==> config.mk <==
export PLATFORM = sky130hd
export DESIGN_NAME = cit_core
export DESIGN_NICKNAME = d
export VERILOG_FILES = /design/src/design/cit_pkg.sv /design/src/design/cit_core.sv /design/src/design/cit_decode.sv /design/src/design/cit_rst_sync.sv
export SDC_FILE = /design/constraint.sdc
export NUM_CORES = 1
export LEC_CHECK = 0
export ABC_AREA = 1
export BUFFER_PORTS_ARGS = -buffer_cell sky130_fd_sc_hd__buf_2
export CAP_MARGIN = 10
export CORE_UTILIZATION = 51
export DETAILED_ROUTE_END_ITERATION = 6
export PLACE_DENSITY = 0.77
export SETUP_SLACK_MARGIN = 0.15
export SKIP_CTS_REPAIR_TIMING = 1
export SYNTH_ARGS = -nofsm -noshare
export SYNTH_HDL_FRONTEND = slang
export SYNTH_HIERARCHICAL = 1
export SYNTH_SLANG_ARGS = --single-unit
==> constraint.sdc <==
create_clock -name sys_clk -period 5.4 [get_ports sys_clk]
set_clock_uncertainty 0.15 [all_clocks]
set_input_delay 0.27 -clock sys_clk [delete_from_list [all_inputs] [get_ports sys_clk]]
set_output_delay 0.27 -clock sys_clk [all_outputs]
set_load 0.01 [all_outputs]
==> src/design/cit_pkg.sv <==
// shared constants, opcodes and state type of the instruction timing core
// Operation
// - Every instruction is timed in single system clock cycles, never in grouped machine cycles.
// - Most instructions take as many clock cycles as they have program bytes.
// - A conditional branch that is not taken ends one cycle sooner than one that is taken.
// - No instruction takes more than eight cycles, and divide takes exactly eight.
// - The decoder covers the full set of 109 distinct instructions.
// - Opcode encodings and addressing modes follow the classic 8051 set; only timing differs.
// - The external data write reaches either the on-chip data RAM or the on-chip program flash.
// - Software can read and write program flash one byte at a time with the code-byte and external moves.
// - No access ever leaves the chip; every address lands in on-chip storage.
// - Add, add-with-carry and subtract-with-borrow from a working register are one byte and one cycle.
// - The same three operations from a direct byte are two bytes and two cycles.
// - The same three operations from indirect RAM are one byte but two cycles.
// - The same three operations with an immediate operand are two bytes and two cycles.
// - Debug offers breakpoints plus start, stop and single step, also inside interrupt handlers.
// - Debug uses none of the RAM, stack, timers or other resources the application owns.
// - The core runs from up to 25 MHz and can retire one instruction per clock.
package cit_pkg;
	localparam logic [15:0] CIT_RESET_PC = 16'h0000;
	localparam logic [3:0] CIT_MAX_CYCLES = 4'h8;
	localparam logic [3:0] CIT_MUL_CYCLES = 4'h4;
	localparam logic [3:0] CIT_DIV_CYCLES = 4'h8;
	localparam logic [3:0] CIT_EXT_MOVE_CYCLES = 4'h3;
	localparam logic [3:0] CIT_CODE_MOVE_CYCLES = 4'h3;
	localparam logic [3:0] CIT_INDIRECT_EXTRA = 4'h1;
	localparam logic [3:0] CIT_TAKEN_EXTRA = 4'h1;
	localparam logic [3:0] CIT_EXT_MOVE_STROBE_CNT = 4'h1;
	localparam logic [3:0] CIT_EXT_MOVE_LOAD_CNT = 4'h2;
	localparam logic [3:0] CIT_CODE_MOVE_LOAD_CNT = 4'h1;
	localparam logic [7:0] CIT_OP_DIV = 8'h84;
	localparam logic [7:0] CIT_OP_MUL = 8'hA4;
	localparam logic [7:0] CIT_OP_SJMP = 8'h80;
	localparam logic [7:0] CIT_OP_CODE_MOVE_PC = 8'h83;
	localparam logic [7:0] CIT_OP_CODE_MOVE_DPTR = 8'h93;
	localparam logic [7:0] CIT_OP_RESERVED = 8'hA5;
	localparam logic [7:0] CIT_XDATA_PAGE = 8'h00;
	typedef enum logic {CIT_RUN, CIT_HALT} cit_state_t;
endpackage

==> src/design/cit_core.sv <==
// instruction sequencing, cycle timing, on-chip memory moves and debug control
`timescale 1ns/10ps
module cit_core
#(
	parameter int EXT_RAM_AW = 11
)
(
	input wire logic sys_clk,
	input wire logic nrst,
	output logic [15:0] prog_addr,
	input wire logic [7:0] prog_data,
	input wire logic [7:0] acc,
	input wire logic [15:0] dptr,
	input wire logic [7:0] ri_value,
	input wire logic cond_true,
	input wire logic redirect,
	input wire logic [15:0] redirect_pc,
	input wire logic flash_write_sel,
	output logic [EXT_RAM_AW-1:0] ext_ram_addr,
	output logic [15:0] flash_addr,
	output logic [7:0] store_data,
	output logic ext_ram_we,
	output logic ext_ram_re,
	output logic flash_we,
	input wire logic [7:0] ext_ram_rdata,
	output logic [7:0] load_data,
	output logic load_valid,
	output logic instr_done,
	output logic [15:0] instr_pc,
	output logic [7:0] instr_opcode,
	output logic [1:0] instr_len,
	output logic [3:0] instr_cycles,
	output logic instr_taken,
	output logic instr_illegal,
	input wire logic dbg_halt_req,
	input wire logic dbg_run_req,
	input wire logic dbg_step_req,
	input wire logic bkpt_en,
	input wire logic [15:0] bkpt_addr,
	output logic dbg_halted,
	output logic [31:0] dbg_retired
);
	logic rst_n;
	cit_pkg::cit_state_t state;
	logic [3:0] cnt;
	logic [15:0] pc;
	logic [15:0] start_q;
	logic [7:0] opcode_q;
	logic [7:0] rel_q;
	logic [15:0] target_q;
	logic taken_q;
	logic step_q;
	logic halt_pend;
	logic [15:0] mem_addr;
	logic is_rd_q;

	logic running;
	logic first;
	logic [7:0] cur_op;
	logic [15:0] cur_start;
	logic [7:0] cur_rel;
	logic [15:0] next_addr;
	logic [15:0] target;
	logic [15:0] new_pc;
	logic [15:0] code_addr;
	logic last_base;
	logic take_now;
	logic instr_end;
	logic enter_halt;

	logic [1:0] dec_len;
	logic [3:0] dec_cycles;
	logic dec_cond;
	logic dec_rel_jump;
	logic dec_xrd;
	logic dec_xwr;
	logic dec_xdptr;
	logic dec_crd;
	logic dec_cpc;
	logic dec_illegal;

	cit_rst_sync u_rst_sync
	(
		.sys_clk(sys_clk),
		.nrst(nrst),
		.rst_sync_n(rst_n)
	);

	// the opcode byte is decoded straight from the fetch port in the first cycle
	cit_decode u_decode
	(
		.opcode(cur_op),
		.byte_len(dec_len),
		.base_cycles(dec_cycles),
		.cond_branch(dec_cond),
		.rel_jump(dec_rel_jump),
		.xdata_rd(dec_xrd),
		.xdata_wr(dec_xwr),
		.xdata_dptr(dec_xdptr),
		.code_rd(dec_crd),
		.code_pc_rel(dec_cpc),
		.illegal(dec_illegal)
	);

	////////////////////////////////////////////////////////////////////////////////
	// cycle bookkeeping

	assign running = (state == cit_pkg::CIT_RUN);
	assign first = (cnt == 4'h0);
	assign cur_op = first ? prog_data : opcode_q;
	assign cur_start = first ? pc : start_q;
	assign cur_rel = (cnt == {2'h0, dec_len} - 4'h1) ? prog_data : rel_q;
	assign next_addr = cur_start + {14'h0000, dec_len};
	assign target = next_addr + {{8{cur_rel[7]}}, cur_rel};
	assign code_addr = (dec_cpc ? next_addr : dptr) + {8'h00, acc};

	// one count per clock, no machine cycle grouping
	assign last_base = (cnt == dec_cycles - 4'h1);

	// the taken decision lands on the last base cycle and buys one more
	assign take_now = running && last_base && !taken_q && (dec_rel_jump || (dec_cond && cond_true));
	assign instr_end = running && ((last_base && !take_now && !taken_q)
		|| (taken_q && cnt == dec_cycles + cit_pkg::CIT_TAKEN_EXTRA - 4'h1));

	// an interrupt vector arrives as a redirect, so stepping follows it into the handler
	assign new_pc = redirect ? redirect_pc : (taken_q ? target_q : next_addr);

	assign enter_halt = instr_end && (halt_pend || dbg_halt_req || step_q
		|| (bkpt_en && new_pc == bkpt_addr));

	assign prog_addr = pc;
	assign dbg_halted = !running;

	always_ff @(posedge sys_clk or negedge rst_n)
	begin
		if (!rst_n)
			cnt <= 4'h0;
		else if (!running || instr_end)
			cnt <= 4'h0;
		else if (cnt < cit_pkg::CIT_MAX_CYCLES)
			cnt <= cnt + 4'h1;
	end

	// a one-cycle instruction ends in its fetch cycle, so back to back is one per clock
	always_ff @(posedge sys_clk or negedge rst_n)
	begin
		if (!rst_n)
			pc <= cit_pkg::CIT_RESET_PC;
		else if (instr_end)
			pc <= new_pc;
		else if (running && first && dec_crd)
			pc <= code_addr;
		else if (running && cnt + 4'h1 < {2'h0, dec_len})
			pc <= pc + 16'h0001;
	end

	always_ff @(posedge sys_clk or negedge rst_n)
	begin
		if (!rst_n)
		begin
			opcode_q <= 8'h00;
			start_q <= 16'h0000;
		end
		else if (running && first)
		begin
			opcode_q <= prog_data;
			start_q <= pc;
		end
	end

	// the relative offset is always the last byte of a branch
	always_ff @(posedge sys_clk or negedge rst_n)
	begin
		if (!rst_n)
			rel_q <= 8'h00;
		else if (running && cnt == {2'h0, dec_len} - 4'h1)
			rel_q <= prog_data;
	end

	always_ff @(posedge sys_clk or negedge rst_n)
	begin
		if (!rst_n)
		begin
			taken_q <= 1'b0;
			target_q <= 16'h0000;
		end
		else if (take_now)
		begin
			taken_q <= 1'b1;
			target_q <= target;
		end
		else if (instr_end)
			taken_q <= 1'b0;
	end

	////////////////////////////////////////////////////////////////////////////////
	// on-chip data and flash moves

	// the ram address is cut to the on-chip ram size, the flash address keeps all 16 bits; there is no off-chip port at all
	assign ext_ram_addr = mem_addr[EXT_RAM_AW-1:0];
	assign flash_addr = mem_addr;

	always_ff @(posedge sys_clk or negedge rst_n)
	begin
		if (!rst_n)
		begin
			mem_addr <= 16'h0000;
			store_data <= 8'h00;
		end
		else if (running && first && (dec_xrd || dec_xwr))
		begin
			mem_addr <= dec_xdptr ? dptr : {cit_pkg::CIT_XDATA_PAGE, ri_value};
			store_data <= acc;
		end
	end

	// strobes stand for the single cycle at count one of the move
	always_ff @(posedge sys_clk or negedge rst_n)
	begin
		if (!rst_n)
		begin
			ext_ram_we <= 1'b0;
			ext_ram_re <= 1'b0;
			flash_we <= 1'b0;
		end
		else
		begin
			ext_ram_we <= running && first && dec_xwr && !flash_write_sel;
			flash_we <= running && first && dec_xwr && flash_write_sel;
			ext_ram_re <= running && first && dec_xrd;
		end
	end

	always_ff @(posedge sys_clk or negedge rst_n)
	begin
		if (!rst_n)
			is_rd_q <= 1'b0;
		else if (running && first)
			is_rd_q <= dec_xrd;
	end

	always_ff @(posedge sys_clk or negedge rst_n)
	begin
		if (!rst_n)
		begin
			load_data <= 8'h00;
			load_valid <= 1'b0;
		end
		else if (running && dec_crd && cnt == cit_pkg::CIT_CODE_MOVE_LOAD_CNT)
		begin
			load_data <= prog_data;
			load_valid <= 1'b1;
		end
		else if (running && is_rd_q && !first && cnt == cit_pkg::CIT_EXT_MOVE_LOAD_CNT)
		begin
			load_data <= ext_ram_rdata;
			load_valid <= 1'b1;
		end
		else
			load_valid <= 1'b0;
	end

	////////////////////////////////////////////////////////////////////////////////
	// retirement report

	always_ff @(posedge sys_clk or negedge rst_n)
	begin
		if (!rst_n)
			instr_done <= 1'b0;
		else
			instr_done <= instr_end;
	end

	always_ff @(posedge sys_clk or negedge rst_n)
	begin
		if (!rst_n)
		begin
			instr_pc <= 16'h0000;
			instr_opcode <= 8'h00;
			instr_len <= 2'h0;
			instr_cycles <= 4'h0;
			instr_taken <= 1'b0;
			instr_illegal <= 1'b0;
		end
		else if (instr_end)
		begin
			instr_pc <= cur_start;
			instr_opcode <= cur_op;
			instr_len <= dec_len;
			instr_cycles <= cnt + 4'h1;
			instr_taken <= taken_q;
			instr_illegal <= dec_illegal;
		end
	end

	////////////////////////////////////////////////////////////////////////////////
	// debug control on dedicated flops only, nothing of the application is borrowed

	always_ff @(posedge sys_clk or negedge rst_n)
	begin
		if (!rst_n)
			state <= cit_pkg::CIT_RUN;
		else
		begin
			unique case (state)
				cit_pkg::CIT_RUN:
				begin
					if (enter_halt)
						state <= cit_pkg::CIT_HALT;
				end
				cit_pkg::CIT_HALT:
				begin
					if (dbg_run_req || dbg_step_req)
						state <= cit_pkg::CIT_RUN;
				end
			endcase
		end
	end

	// a halt request mid-instruction waits for the boundary; at the boundary the clear wins and the request halts directly
	always_ff @(posedge sys_clk or negedge rst_n)
	begin
		if (!rst_n)
			halt_pend <= 1'b0;
		else if (running && dbg_halt_req && !instr_end)
			halt_pend <= 1'b1;
		else if (enter_halt)
			halt_pend <= 1'b0;
	end

	always_ff @(posedge sys_clk or negedge rst_n)
	begin
		if (!rst_n)
			step_q <= 1'b0;
		else if (!running && dbg_step_req)
			step_q <= 1'b1;
		else if (!running && dbg_run_req)
			step_q <= 1'b0;
		else if (instr_end)
			step_q <= 1'b0;
	end

	always_ff @(posedge sys_clk or negedge rst_n)
	begin
		if (!rst_n)
			dbg_retired <= 32'h00000000;
		else if (instr_end)
			dbg_retired <= dbg_retired + 32'h00000001;
	end
endmodule

==> src/design/cit_decode.sv <==
// opcode to length, base cycle count and access class
`timescale 1ns/10ps
module cit_decode
(
	input wire logic [7:0] opcode,
	output logic [1:0] byte_len,
	output logic [3:0] base_cycles,
	output logic cond_branch,
	output logic rel_jump,
	output logic xdata_rd,
	output logic xdata_wr,
	output logic xdata_dptr,
	output logic code_rd,
	output logic code_pc_rel,
	output logic illegal
);
	logic [3:0] hi;
	logic [3:0] lo;
	logic indirect;

	// rows follow the standard 8051 opcode map
	always_comb
	begin
		hi = opcode[7:4];
		lo = opcode[3:0];
		byte_len = 2'h1;
		cond_branch = 1'b0;
		rel_jump = 1'b0;
		indirect = 1'b0;
		illegal = 1'b0;
		xdata_rd = (hi == 4'hE) && (lo == 4'h0 || lo == 4'h2 || lo == 4'h3);
		xdata_wr = (hi == 4'hF) && (lo == 4'h0 || lo == 4'h2 || lo == 4'h3);
		xdata_dptr = (lo == 4'h0);
		code_rd = (opcode == cit_pkg::CIT_OP_CODE_MOVE_PC) || (opcode == cit_pkg::CIT_OP_CODE_MOVE_DPTR);
		code_pc_rel = (opcode == cit_pkg::CIT_OP_CODE_MOVE_PC);
		if (lo >= 4'h8)
		begin
			// working register forms: one byte unless an operand follows
			if (hi == 4'h7 || hi == 4'h8 || hi == 4'hA || hi == 4'hD)
				byte_len = 2'h2;
			if (hi == 4'hB)
				byte_len = 2'h3;
			cond_branch = (hi == 4'hB) || (hi == 4'hD);
		end
		else if (lo >= 4'h6)
		begin
			// indirect forms cost one extra cycle except in the 7x, 8x and Ax rows
			indirect = !(hi == 4'h7 || hi == 4'h8 || hi == 4'hA);
			if (hi == 4'h7 || hi == 4'h8 || hi == 4'hA)
				byte_len = 2'h2;
			if (hi == 4'hB)
				byte_len = 2'h3;
			cond_branch = (hi == 4'hB);
		end
		else
		begin
			case (lo)
				4'h0:
				begin
					if (hi == 4'h1 || hi == 4'h2 || hi == 4'h3 || hi == 4'h9)
						byte_len = 2'h3;
					else if (hi != 4'h0 && hi != 4'hE && hi != 4'hF)
						byte_len = 2'h2;
					cond_branch = (hi >= 4'h1) && (hi <= 4'h7);
					rel_jump = (opcode == cit_pkg::CIT_OP_SJMP);
				end
				4'h1: byte_len = 2'h2;
				4'h2:
				begin
					if (hi <= 4'h1)
						byte_len = 2'h3;
					else if (hi >= 4'h4 && hi <= 4'hD)
						byte_len = 2'h2;
				end
				4'h3:
				begin
					if (hi >= 4'h4 && hi <= 4'h6)
						byte_len = 2'h3;
				end
				4'h4:
				begin
					// immediate arithmetic forms are two bytes
					if ((hi >= 4'h2 && hi <= 4'h7) || hi == 4'h9)
						byte_len = 2'h2;
					if (hi == 4'hB)
						byte_len = 2'h3;
					cond_branch = (hi == 4'hB);
				end
				default:
				begin
					// direct forms are two bytes
					byte_len = 2'h2;
					if (hi == 4'h7 || hi == 4'h8 || hi == 4'hB || hi == 4'hD)
						byte_len = 2'h3;
					cond_branch = (hi == 4'hB) || (hi == 4'hD);
					illegal = (opcode == cit_pkg::CIT_OP_RESERVED);
					if (illegal)
						byte_len = 2'h1;
				end
			endcase
		end
		// cycles equal bytes except for the few slow classes
		base_cycles = {2'h0, byte_len};
		if (indirect)
			base_cycles = {2'h0, byte_len} + cit_pkg::CIT_INDIRECT_EXTRA;
		if (xdata_rd || xdata_wr)
			base_cycles = cit_pkg::CIT_EXT_MOVE_CYCLES;
		if (code_rd)
			base_cycles = cit_pkg::CIT_CODE_MOVE_CYCLES;
		if (opcode == cit_pkg::CIT_OP_MUL)
			base_cycles = cit_pkg::CIT_MUL_CYCLES;
		if (opcode == cit_pkg::CIT_OP_DIV)
			base_cycles = cit_pkg::CIT_DIV_CYCLES;
	end
endmodule

==> src/design/cit_rst_sync.sv <==
// reset release synchroniser
`timescale 1ns/10ps
module cit_rst_sync
(
	input wire logic sys_clk,
	input wire logic nrst,
	output logic rst_sync_n
);
	logic meta_n;

	always_ff @(posedge sys_clk or negedge nrst)
	begin
		if (!nrst)
		begin
			meta_n <= 1'b0;
			rst_sync_n <= 1'b0;
		end
		else
		begin
			meta_n <= 1'b1;
			rst_sync_n <= meta_n;
		end
	end
endmodule

**After elaboration in Yosys (flattened, before gate mapping)**

Index checks and enable logic that the tools add are counted.

- Add/subtract/negate cells: 11
- Magnitude comparators: 11
- Equal/unequal tests: 29
- Multiplexer cells: 57
- Bitwise operators: 1
- Reduce and logical (&&, ||, !) cells: 74

Operator list:

| operator | number |
|---|---|
| two-way mux 16 bit | 8 |
| == test 8 bit (second input constant) | 6 |
| logical AND 1 bit | 36 |
| adder 32 x 1 -> 32 bit (second input constant) | 1 |
| two-way mux 8 bit | 4 |
| == test 4 bit (second input constant) | 7 |
| two-way mux 2 bit | 14 |
| two-way mux 4 bit | 7 |
| logical OR 1 bit | 21 |
| two-way mux 1 bit | 21 |
| == test 4 x 2 -> 1 bit (second input constant) | 5 |
| adder 16 x 1 -> 16 bit (second input constant) | 1 |
| adder 16 bit | 1 |
| adder 16 x 2 -> 16 bit | 1 |
| adder 16 x 8 -> 16 bit | 1 |
| == test 16 bit | 1 |
| == test 4 x 1 -> 1 bit (second input constant) | 3 |
| == test 4 bit | 3 |
| one-hot mux 2 bit (5 select lines) | 1 |
| adder 4 x 1 -> 4 bit (second input constant) | 2 |
| == test 4 x 3 -> 1 bit (second input constant) | 2 |
| greater-or-equal comparator 4 x 3 -> 1 bit (second input constant) | 2 |
| <= comparator 4 x 3 -> 1 bit (second input constant) | 2 |
| zero test 4 bit | 2 |
| other kinds (20) | 31 |

- Flip-flop bits (word level): 176
- Bits of input ports: 89

**Longest topological paths before layout**

Gate-level depths: netlist of the first run.

- Word-level depth: 30
- Gate-level depth with buffers: 42

**By module**

Netlist of the first run, hierarchy kept.

Modules (own cells, without submodules):

| module | times used | cells each | area each (µm²) | seq. area each (µm²) |
|---|---|---|---|---|
| cit_core | 1 | 1460 | 10955.5 | 4354.2 |
| cit_decode | 1 | 117 | 510.5 | 0.0 |
| cit_rst_sync | 1 | 3 | 53.8 | 50.0 |

**Worst setup path after synthesis of the first run**

No wires, ideal clock.

- Path kind: flip-flop to flip-flop
- From: register cnt[1]
- To: register target_q[12]
- Arrival: 5.581 ns
- Slack: -0.414 ns
- Cell stages (with the launch flop): 37
- Buffers on the path: 5
- Clock period less this slack: 5.814 ns
- Cell sequence: dfrtp_1 -> buf_2 -> inv_1 -> ha_1 -> nand2_4 -> buf_6 -> buf_6 -> clkbuf_1 -> o21ai_0 -> nand3_1 -> nand2_1 -> nand2_1 -> nand3_1 -> nor2_1 -> nand2_1 -> nand2_1 -> nand2_1 -> inv_1 -> ha_1 -> or2_2 -> nand3_1 -> clkbuf_1 -> o21ai_0 -> ha_1 -> fa_1 -> nand3_1 -> nand2_1 -> a21boi_0 -> nor2_1 -> o21ai_0 -> nand2_1 -> nand2_1 -> nand2_1 -> a21oi_1 -> o21ai_0 -> xor2_1 -> o21ai_0

- Cells in the longest elaborated chain, start to end: 22
- Elaborated cells between the ends (all ways): 103
- Those cells by class: add/sub: 5; order compare: 9; eq/ne: 25; mux: 32; reduce/logical: 32

Ends and longest elaborated chain:

| what | line | source |
|---|---|---|
| start: declaration | cit_core.sv:45 | `logic [3:0] cnt;` |
| start signal: assignment | cit_core.sv:141 | `cnt <= cnt + 4'h1;` |
| zero test 4 bit (*) | cit_core.sv:109 | `assign first = (cnt == 4'h0);` |
| two-way mux 8 bit (*) | cit_core.sv:110 | `assign cur_op = first ? prog_data : opcode_q;` |
| named net cur_op[6] | cit_core.sv:59 | `logic [7:0] cur_op;` |
| branches (longest 8 deep; another with greater-or-equal comparator 4 x 2 -> 1 bit) | -- |  |
| two-way mux 2 bit (*) | cit_decode.sv:36 | `if (lo >= 4'h8)` |
| named net dec_len[0] | cit_core.sv:71 | `logic [1:0] dec_len;` |
| adder 2 x 1 -> 3 bit | cit_decode.sv:105 | `base_cycles = {2'h0, byte_len} + cit_pkg::CIT_INDIRECT_EXTRA;` |
| two-way mux 4 bit | cit_decode.sv:104 | `if (indirect)` |
| two-way mux 4 bit | cit_decode.sv:106 | `if (xdata_rd \|\| xdata_wr)` |
| two-way mux 4 bit | cit_decode.sv:108 | `if (code_rd)` |
| two-way mux 4 bit | cit_decode.sv:110 | `if (opcode == cit_pkg::CIT_OP_MUL)` |
| two-way mux 4 bit | cit_decode.sv:112 | `if (opcode == cit_pkg::CIT_OP_DIV)` |
| subtractor 4 x 1 -> 4 bit | cit_core.sv:118 | `assign last_base = (cnt == dec_cycles - 4'h1);` |
| == test 4 bit | cit_core.sv:118 |  |
| logical AND 1 bit (3 in series) | cit_core.sv:121 | `assign take_now = running && last_base && !taken_q && (dec_rel_jump \|\| (dec_cond && cond_true));` |
| end signal: assignment | cit_core.sv:190 | `target_q <= target;` |
| end: declaration | cit_core.sv:50 | `logic [15:0] target_q;` |

Mark *: on every way through the listed nets, which the timed path passes.
A chain may end at the register's enable or synchronous reset.

**Worst setup path after layout of the first run**

- From: register cnt[0]
- To: register target_q[11]

- Elaborated cells between the ends (all ways): 103
- Those cells by class: add/sub: 5; order compare: 9; eq/ne: 25; mux: 32; reduce/logical: 32

RTL lines:

| what | line | source |
|---|---|---|
| zero test 4 bit (*) | cit_core.sv:109 |  |
| two-way mux 8 bit (*) | cit_core.sv:110 |  |
| named net cur_op[7] | cit_core.sv:59 |  |
| greater-or-equal comparator 4 x 2 -> 1 bit, or another cell as far along | cit_decode.sv:83 | `if ((hi >= 4'h2 && hi <= 4'h7) \|\| hi == 4'h9)` |
| logical AND 1 bit, or another cell as far along | cit_decode.sv:83 |  |
| logical OR 1 bit, or another cell as far along | cit_decode.sv:83 |  |
| two-way mux 2 bit, or another cell as far along | cit_decode.sv:83 |  |
| two-way mux 2 bit (on tied branches) | cit_decode.sv:85, cit_decode.sv:60 |  |
| [3 not listed] | -- |  |
| named net dec_len[1] | cit_core.sv:71 |  |
| [1 not listed] | -- |  |
| two-way mux 4 bit | cit_decode.sv:104 |  |
| two-way mux 4 bit | cit_decode.sv:106 |  |
| two-way mux 4 bit | cit_decode.sv:108 |  |
| two-way mux 4 bit | cit_decode.sv:110 |  |
| two-way mux 4 bit | cit_decode.sv:112 |  |
| subtractor 4 x 1 -> 4 bit | cit_core.sv:118 |  |
| == test 4 bit | cit_core.sv:118 |  |
| logical AND 1 bit (3 in series) | cit_core.sv:121 |  |

Mark *: on every way through the listed nets, which the timed path passes. The rest lies on a longest branch.

==> impl_results.md, run 1 <==
- Wire length per cell: 16.7 um
- Pins Over Slew Limit: 0
- Cells after Synth: 1580
- Dpl hpwl: 26.2 mm
- DR vias/cell: 5.49
- Clock slew at reported path FFs: 0.08 ns
- Clk sinks: 176
- Gr ovfl total: 0
- Die H: 152 um
- First-pass GRT wire length: 55.3 mm
- Final hold slack: -0.0434 ns
- Ant. Diodes: 0
- Crit-path slowest cell: dfrtp_1
- Largest net degree at the start of global routing: between 100 and 150
- #FFs+latches synth: 176
- Worst path required time: 5.56 ns
- Max Fclk: 0.195 GHz
- Die width: 152 um
- Synth Net Count: about 1700
- Router iterations before antenna repair: 7
- Final period utilization: 95.2%
- Synth warn: 6
- Synth Cell Area: 11500 um^2
- Clock root buffer: clkbuf_16
- Seq/Total Area, Yosys: 38.2%
- Layout cells sized above 1: 26.3%
- Unique masters post-synth: 53
- TritonCTS buffer count: 17
- Setup TNS: 0 ns
- DR vias: 11700
- Worst Path Arrival: 5.30 ns
- Slew @ Worst Pin: 1.07 ns
- Maxcap violations: 0
- Initial antenna violation count: 0
- Initial core utilization: 52.5%
- GR Util All Layers: between 20% and 30%
- Critical path capture point type: flip-flop
- RD Place Congestion: 0.955
- Ports: 218
- Nets: slightly below 2000
- Slowest stage delay, CP: 0.40 ns
- Die area: 23200 um^2
- IO buf count: approximately 220
- Util after Layout: 65.8%
- Max clock buf depth: 2
- Synthesis-to-finish area growth: 25.4%
- Syn avg cell area: about 7.3 um^2
- Slew Limit Headroom: 28.2%
- DRC viols: 10
- CP Class: reg2reg
- Fin. Hold Viols: 5
- Hold WC Path Type: in2reg
- RSZ-0062 raised after global routing: yes
- Iter 0 DRT Violations: approximately 950
- Final Setup Violations: 0
- Status: finished with violations
- Rows: 54
- CP max FO: 12
- Min Tclk post-route: 5.14 ns
- Core area: 22000 um^2
- CTS tree: yes
- # H-tree levels: 4
- Failing checks: DRC, hold timing
- Antenna-violating nets left: 0
- Startpoint Class: flip-flop
- Vias in the first global route: 11000
- Routed WL: 35.7 mm
- Skew-Pair Late Insertion Delay: 0.44 ns
==> path summary, 6_finish.rpt <==
kind | from | cells past startpoint | slack [ns] | endpoint
worst max-delay path | cnt[0] | 30 | 0.26 | target_q[11]
worst min-delay path | dptr[14] | 3 | -0.04 | flash_addr[14]
worst max register to register | cnt[0] | 30 | 0.26 | target_q[11]
worst min register to register | u_rst_sync/rst_sync_n | 0 | 0.19 | load_data[4]
max in group asynchronous | u_rst_sync/rst_sync_n | 1 | 3.74 | instr_cycles[2]
min in group asynchronous | u_rst_sync/rst_sync_n | 0 | 0.19 | load_data[4]
==> cells in the final DEF, fill, tap and decap left out, types with 5 or more instances in the layout <==
| master | n |
|---|---|
| inv_2 | 17 |
| a21oi_1 | 52 |
| dfrtp_1 | 175 |
| o21ai_2 | 20 |
| o21ai_1 | 15 |
| o21ai_0 | 147 |
| nand2_1 | 485 |
| nand3_1 | 88 |
| nor2_4 | 17 |
| nand4_1 | 15 |
| inv_1 | 131 |
| a21oi_2 | 8 |
| nor2_2 | 12 |
| dlygate4sd3_1 | 28 |
| clkbuf_16 | 17 |
| o211ai_1 | 16 |
| clkinv_8 | 5 |
| nand2_4 | 7 |
| xnor2_1 | 26 |
| inv_6 | 7 |
| buf_2 | 217 |
| nor2_1 | 66 |
| nor3_1 | 16 |
| xor2_1 | 40 |
| nand2_2 | 33 |
| ha_1 | 31 |
| nor4_1 | 6 |
| or2_2 | 18 |
| buf_4 | 60 |
| nand3b_1 | 11 |
| nand3_2 | 11 |
==> synthesized netlist by cell type (all sizes together) <==
library cell  instances  area share (%)
xor2                 40             3.0
a21boi                2            0.13
o21bai                1           0.065
nand2               524              18
o21a                  1           0.065
o22ai                 1           0.054
nor4                  7            0.43
xnor2                26             2.0
nand3b               12            0.89
a31oi                 1           0.054
nand4                15            0.81
o32ai                 1           0.076
o31ai                 4            0.26
and2                  7            0.41
buf                  32             1.8
a32o                  1           0.087
nor2                 96             4.3
inv                 149             4.9
clkinv                1           0.033
nand3               101             4.5
clkbuf               33             1.1
ha                   36             3.9
o21ai               186             8.4
or2                  19             1.0
o211ai               16             1.0
a21o                  2            0.13
a221oi                1           0.076
conb                  1           0.033
a21oi                61             2.7
fa                    3            0.52
dfrtp               176              38
a41oi                 1           0.076
nor3                 23             1.3
==> through the flow <==
step                hold slack (ns)  area, um^2  worst slack, ns  instances
floorplan                    -0.176       11600           0.0766       1580
global placement            -0.0927       12900            0.152       2048
detailed placement          -0.0910       12900          -0.0372       2048
CTS                          -0.569       13600          -0.0861       2080
global route                0.00592       14400         -0.00537       2137
finish                      -0.0434       14400            0.261       2137
==> state kept, by name, indices dropped and copies added (netlist names), 2 cells and up <==
register      flops
rel_q             8
start_q          16
prog_addr        16
opcode_q          8
instr_pc         16
target_q         16
store_data        8
dbg_retired      32
instr_len         2
flash_addr       16
instr_cycles      4
cnt               4
load_data         8
instr_opcode      8
==> cell type report <==
cell class	instances	area, um^2
fill	1883	7520
inverter	150	566
tap	280	350
clock buffer	17	425
sequential	176	4410
multi-input combinational	1192	6660
timing repair buffer	307	1850
clock inverter	15	186
==> cell families (layout without fill, tap and decap cells) <==
| family | Yosys count | after routing | synth area share (%) |
|---|---|---|---|
| compound gates | 279 | 279 | 13.1 |
| xor+xnor | 66 | 66 | 5.02 |
| fa+ha+maj | 39 | 39 | 4.43 |
| buf+inv | 215 | 489 | 7.81 |
| flops | 176 | 176 | 38.2 |
| other cells | 1 | 1 | 0.0326 |
| simple gates | 804 | 807 | 31.3 |
==> metal layers <==
layer,routed length [um],share of wire [%],GRT usage [%]
met5,0,0,0
met4,1610,4.5,14.7
met3,2080,5.8,4.07
met2,17500,49,52.0
met1,14500,41,36.6
==> worst max-delay path: cells and delay by family (launching register included) <==
family | cells | cell delay (ns)
XOR/XNOR | 1 | 0.13
flip-flops | 1 | 0.40
adder cells (fa/ha/maj) | 3 | 0.82
buffers and inverters | 5 | 0.62
AO/OA/AOI/OAI | 11 | 1.77
AND/OR/NAND/NOR | 10 | 1.09
Power of run 1 is left out: the tool's default activity adds up to more than one toggle a clock period on the data nets, which glitch-free logic cannot reach.
==> inputs of run 2 (changes only) <==
- CORE_UTILIZATION: 51 -> 57
- PLACE_DENSITY: 0.77 -> 0.82
- clock period: 5.4 -> 5.17 ns (I/O delays scaled with it)
==> run 2 against run 1 <==
  * The flow finishes with violations (hold timing)
  * Core utilization grew 10 points
  * Register-to-register slack lost 0.20 ns
  * Fmax is 0.56% higher
  * Largest cell class unchanged
==> impl_results.md, run 2 (same netlist as run 1, synthesis figures left out) <==
- Core area: 19700 um^2 (-10%)
- Wire length per cell: 17.0 um (+1.9%)
- Commonest cells after routing, fill and taps aside: 482 x nand2_1, 218 x buf_2, 174 x dfrtp_1, 129 x o21ai_0, 128 x inv_1
- Worst Path Arrival: 5.31 ns (about the same)
- Slowest stage delay, CP: 0.43 ns (+0.03 ns)
- TritonCTS buffer count: 17 (unchanged)
- Worst path most repeated cell: nand2_1
- Pins Over Slew Limit: 0 (unchanged)
- Rows: 51 (-5.6%)
- CP max FO: 7 (-5)
- Clock slew at reported path FFs: 0.08 ns (about the same)
- Layout cells sized above 1: 29.2% (+2.9 points)
- Router iterations before antenna repair: 5 (-2)
- Startpoint Class: flip-flop
- Synthesis-to-finish area growth: 29.8%
- Status: finished with violations
- Slew Limit Headroom: 28.1% (-0.13 points)
- DR vias/cell: 5.57 (+1.4%)
- Slew @ Worst Pin: 1.07 ns (+0.00673 ns)
- Fillers: 1452 (-23%)
- Max clock buf depth: 2 (unchanged)
- Final period utilization: 98.8% (+3.7 points)
- Nets: 2002 (+1.5%)
- Crit-path slowest cell: dfrtp_2
- Failing checks: hold timing
- Largest net degree at the start of global routing: 122 (-6.9%)
- Max Fclk: 0.196 GHz (+0.56%)
- Fin. Hold Viols: 6 (+1)
- RSZ-0062 raised after global routing: yes
- # H-tree levels: 4 (unchanged)
- GR Util All Layers: 33.7% (+3.8 points)
- IO buf count: 217 (unchanged)
- Maxcap violations: 0 (unchanged)
- Critical path capture point type: flip-flop
- CP Class: reg2reg
- Util after Layout: 76.1% (+10 points)
- Largest Register: dbg_retired
- Final cell count without fillers: 2152 (+0.70%)
- Commonest non-fill, non-tap cell in the layout: nand2_1
- Placed cell count: 2048 (unchanged)
- Antenna-violating nets left: 0 (unchanged)
- Die width: 144 um (-5.3%)
- Ports: 218 (unchanged)
- Min Tclk post-route: 5.11 ns (-0.0287 ns)
- CTS tree: yes
- Largest register FFs: 32 (unchanged)
- Clock root buffer: clkbuf_16
- Ant. Diodes: 0 (unchanged)
- Final Setup Violations: 0 (unchanged)
- Die H: 144 um (-5.3%)
- Worst path required time: 5.36 ns (-0.20 ns)
- Initial antenna violation count: 1 (+1)
- Skew-Pair Late Insertion Delay: 0.46 ns (+0.02 ns)
- DRC viols: 0 (-10)
- Vias in the first global route: 10800 (-2.4%)
- Routed WL: 36.7 mm (+2.6%)
- Dpl hpwl: 25.9 mm (-1.2%)
- Die area: 20800 um^2 (-10%)
- Hold WC Path Type: in2reg
- DR vias: 12000 (+2.1%)
- Iter 0 DRT Violations: 851 (-11%)
- Gr ovfl total: 0 (unchanged)
- First-pass GRT wire length: 53.7 mm (-2.7%)
- Final hold slack: -0.0427 ns (+0.000705 ns)
- Initial core utilization: 58.6% (+6.2 points)
- RD Place Congestion: 0.946 (-0.97%)
- Clk sinks: 176 (unchanged)
## run 2: layout make-up
type / count / area [um^2] / area share [%]
Clock buffer: 17 / 425 / 2.84
Clock inverter: 15 / 186 / 1.25
Inverter: 150 / 574 / 3.84
Multi-Input combinational cell: 1191 / 6890 / 46.1
Sequential cell: 176 / 4410 / 29.5
Tap cell: 265 / 332 / 2.22
Timing Repair Buffer: 338 / 2140 / 14.3
## run 2: path summary, 6_finish.rpt
path / from / endpoint / slack (ns) / depth (start not counted)
max in group asynchronous: u_rst_sync/rst_sync_n / start_q[14] / 3.47 / 1
min reg2reg: u_rst_sync/meta_n / u_rst_sync/rst_sync_n / 0.23 / 0
min: ri_value[1] / flash_addr[1] / -0.04 / 3
min in group asynchronous: u_rst_sync/rst_sync_n / load_valid / 0.25 / 0
max: cnt[0] / prog_addr[15] / 0.06 / 37
max reg2reg: cnt[0] / prog_addr[15] / 0.06 / 37
## run 2: worst max-delay path: cells and delay by family (launching register included)
family	cells	cell delay (ns)
compound gates	3	0.50
fa+ha+maj	4	1.02
buf+inv	5	0.51
flops	1	0.43
simple gates	25	2.36
## run 2: routing by layer
layer	wire length (um)	global-route usage (%)	up-vias
li1	-	-	5725
met1	14400	41.3	5641
met2	18300	57.6	496
met3	1950	4.40	125
met4	1990	18.6	2
met5	13	0	-
## run 2: per-stage QoR
step	hold slack, ns	area [um^2]	worst slack, ns	TNS, ns
3_3_place_gp	-0.106	13200	0.146	0
3_5_place_dp	-0.101	13200	-0.00943	-0.00943
6_report	-0.0427	15000	0.0596	0
2_1_floorplan	-0.187	11700	0.0466	0
5_1_grt	0.0105	15000	-0.357	-3.03
4_1_cts	-0.581	13800	-0.119	-0.597
Power of run 2 is left out for the same reason.
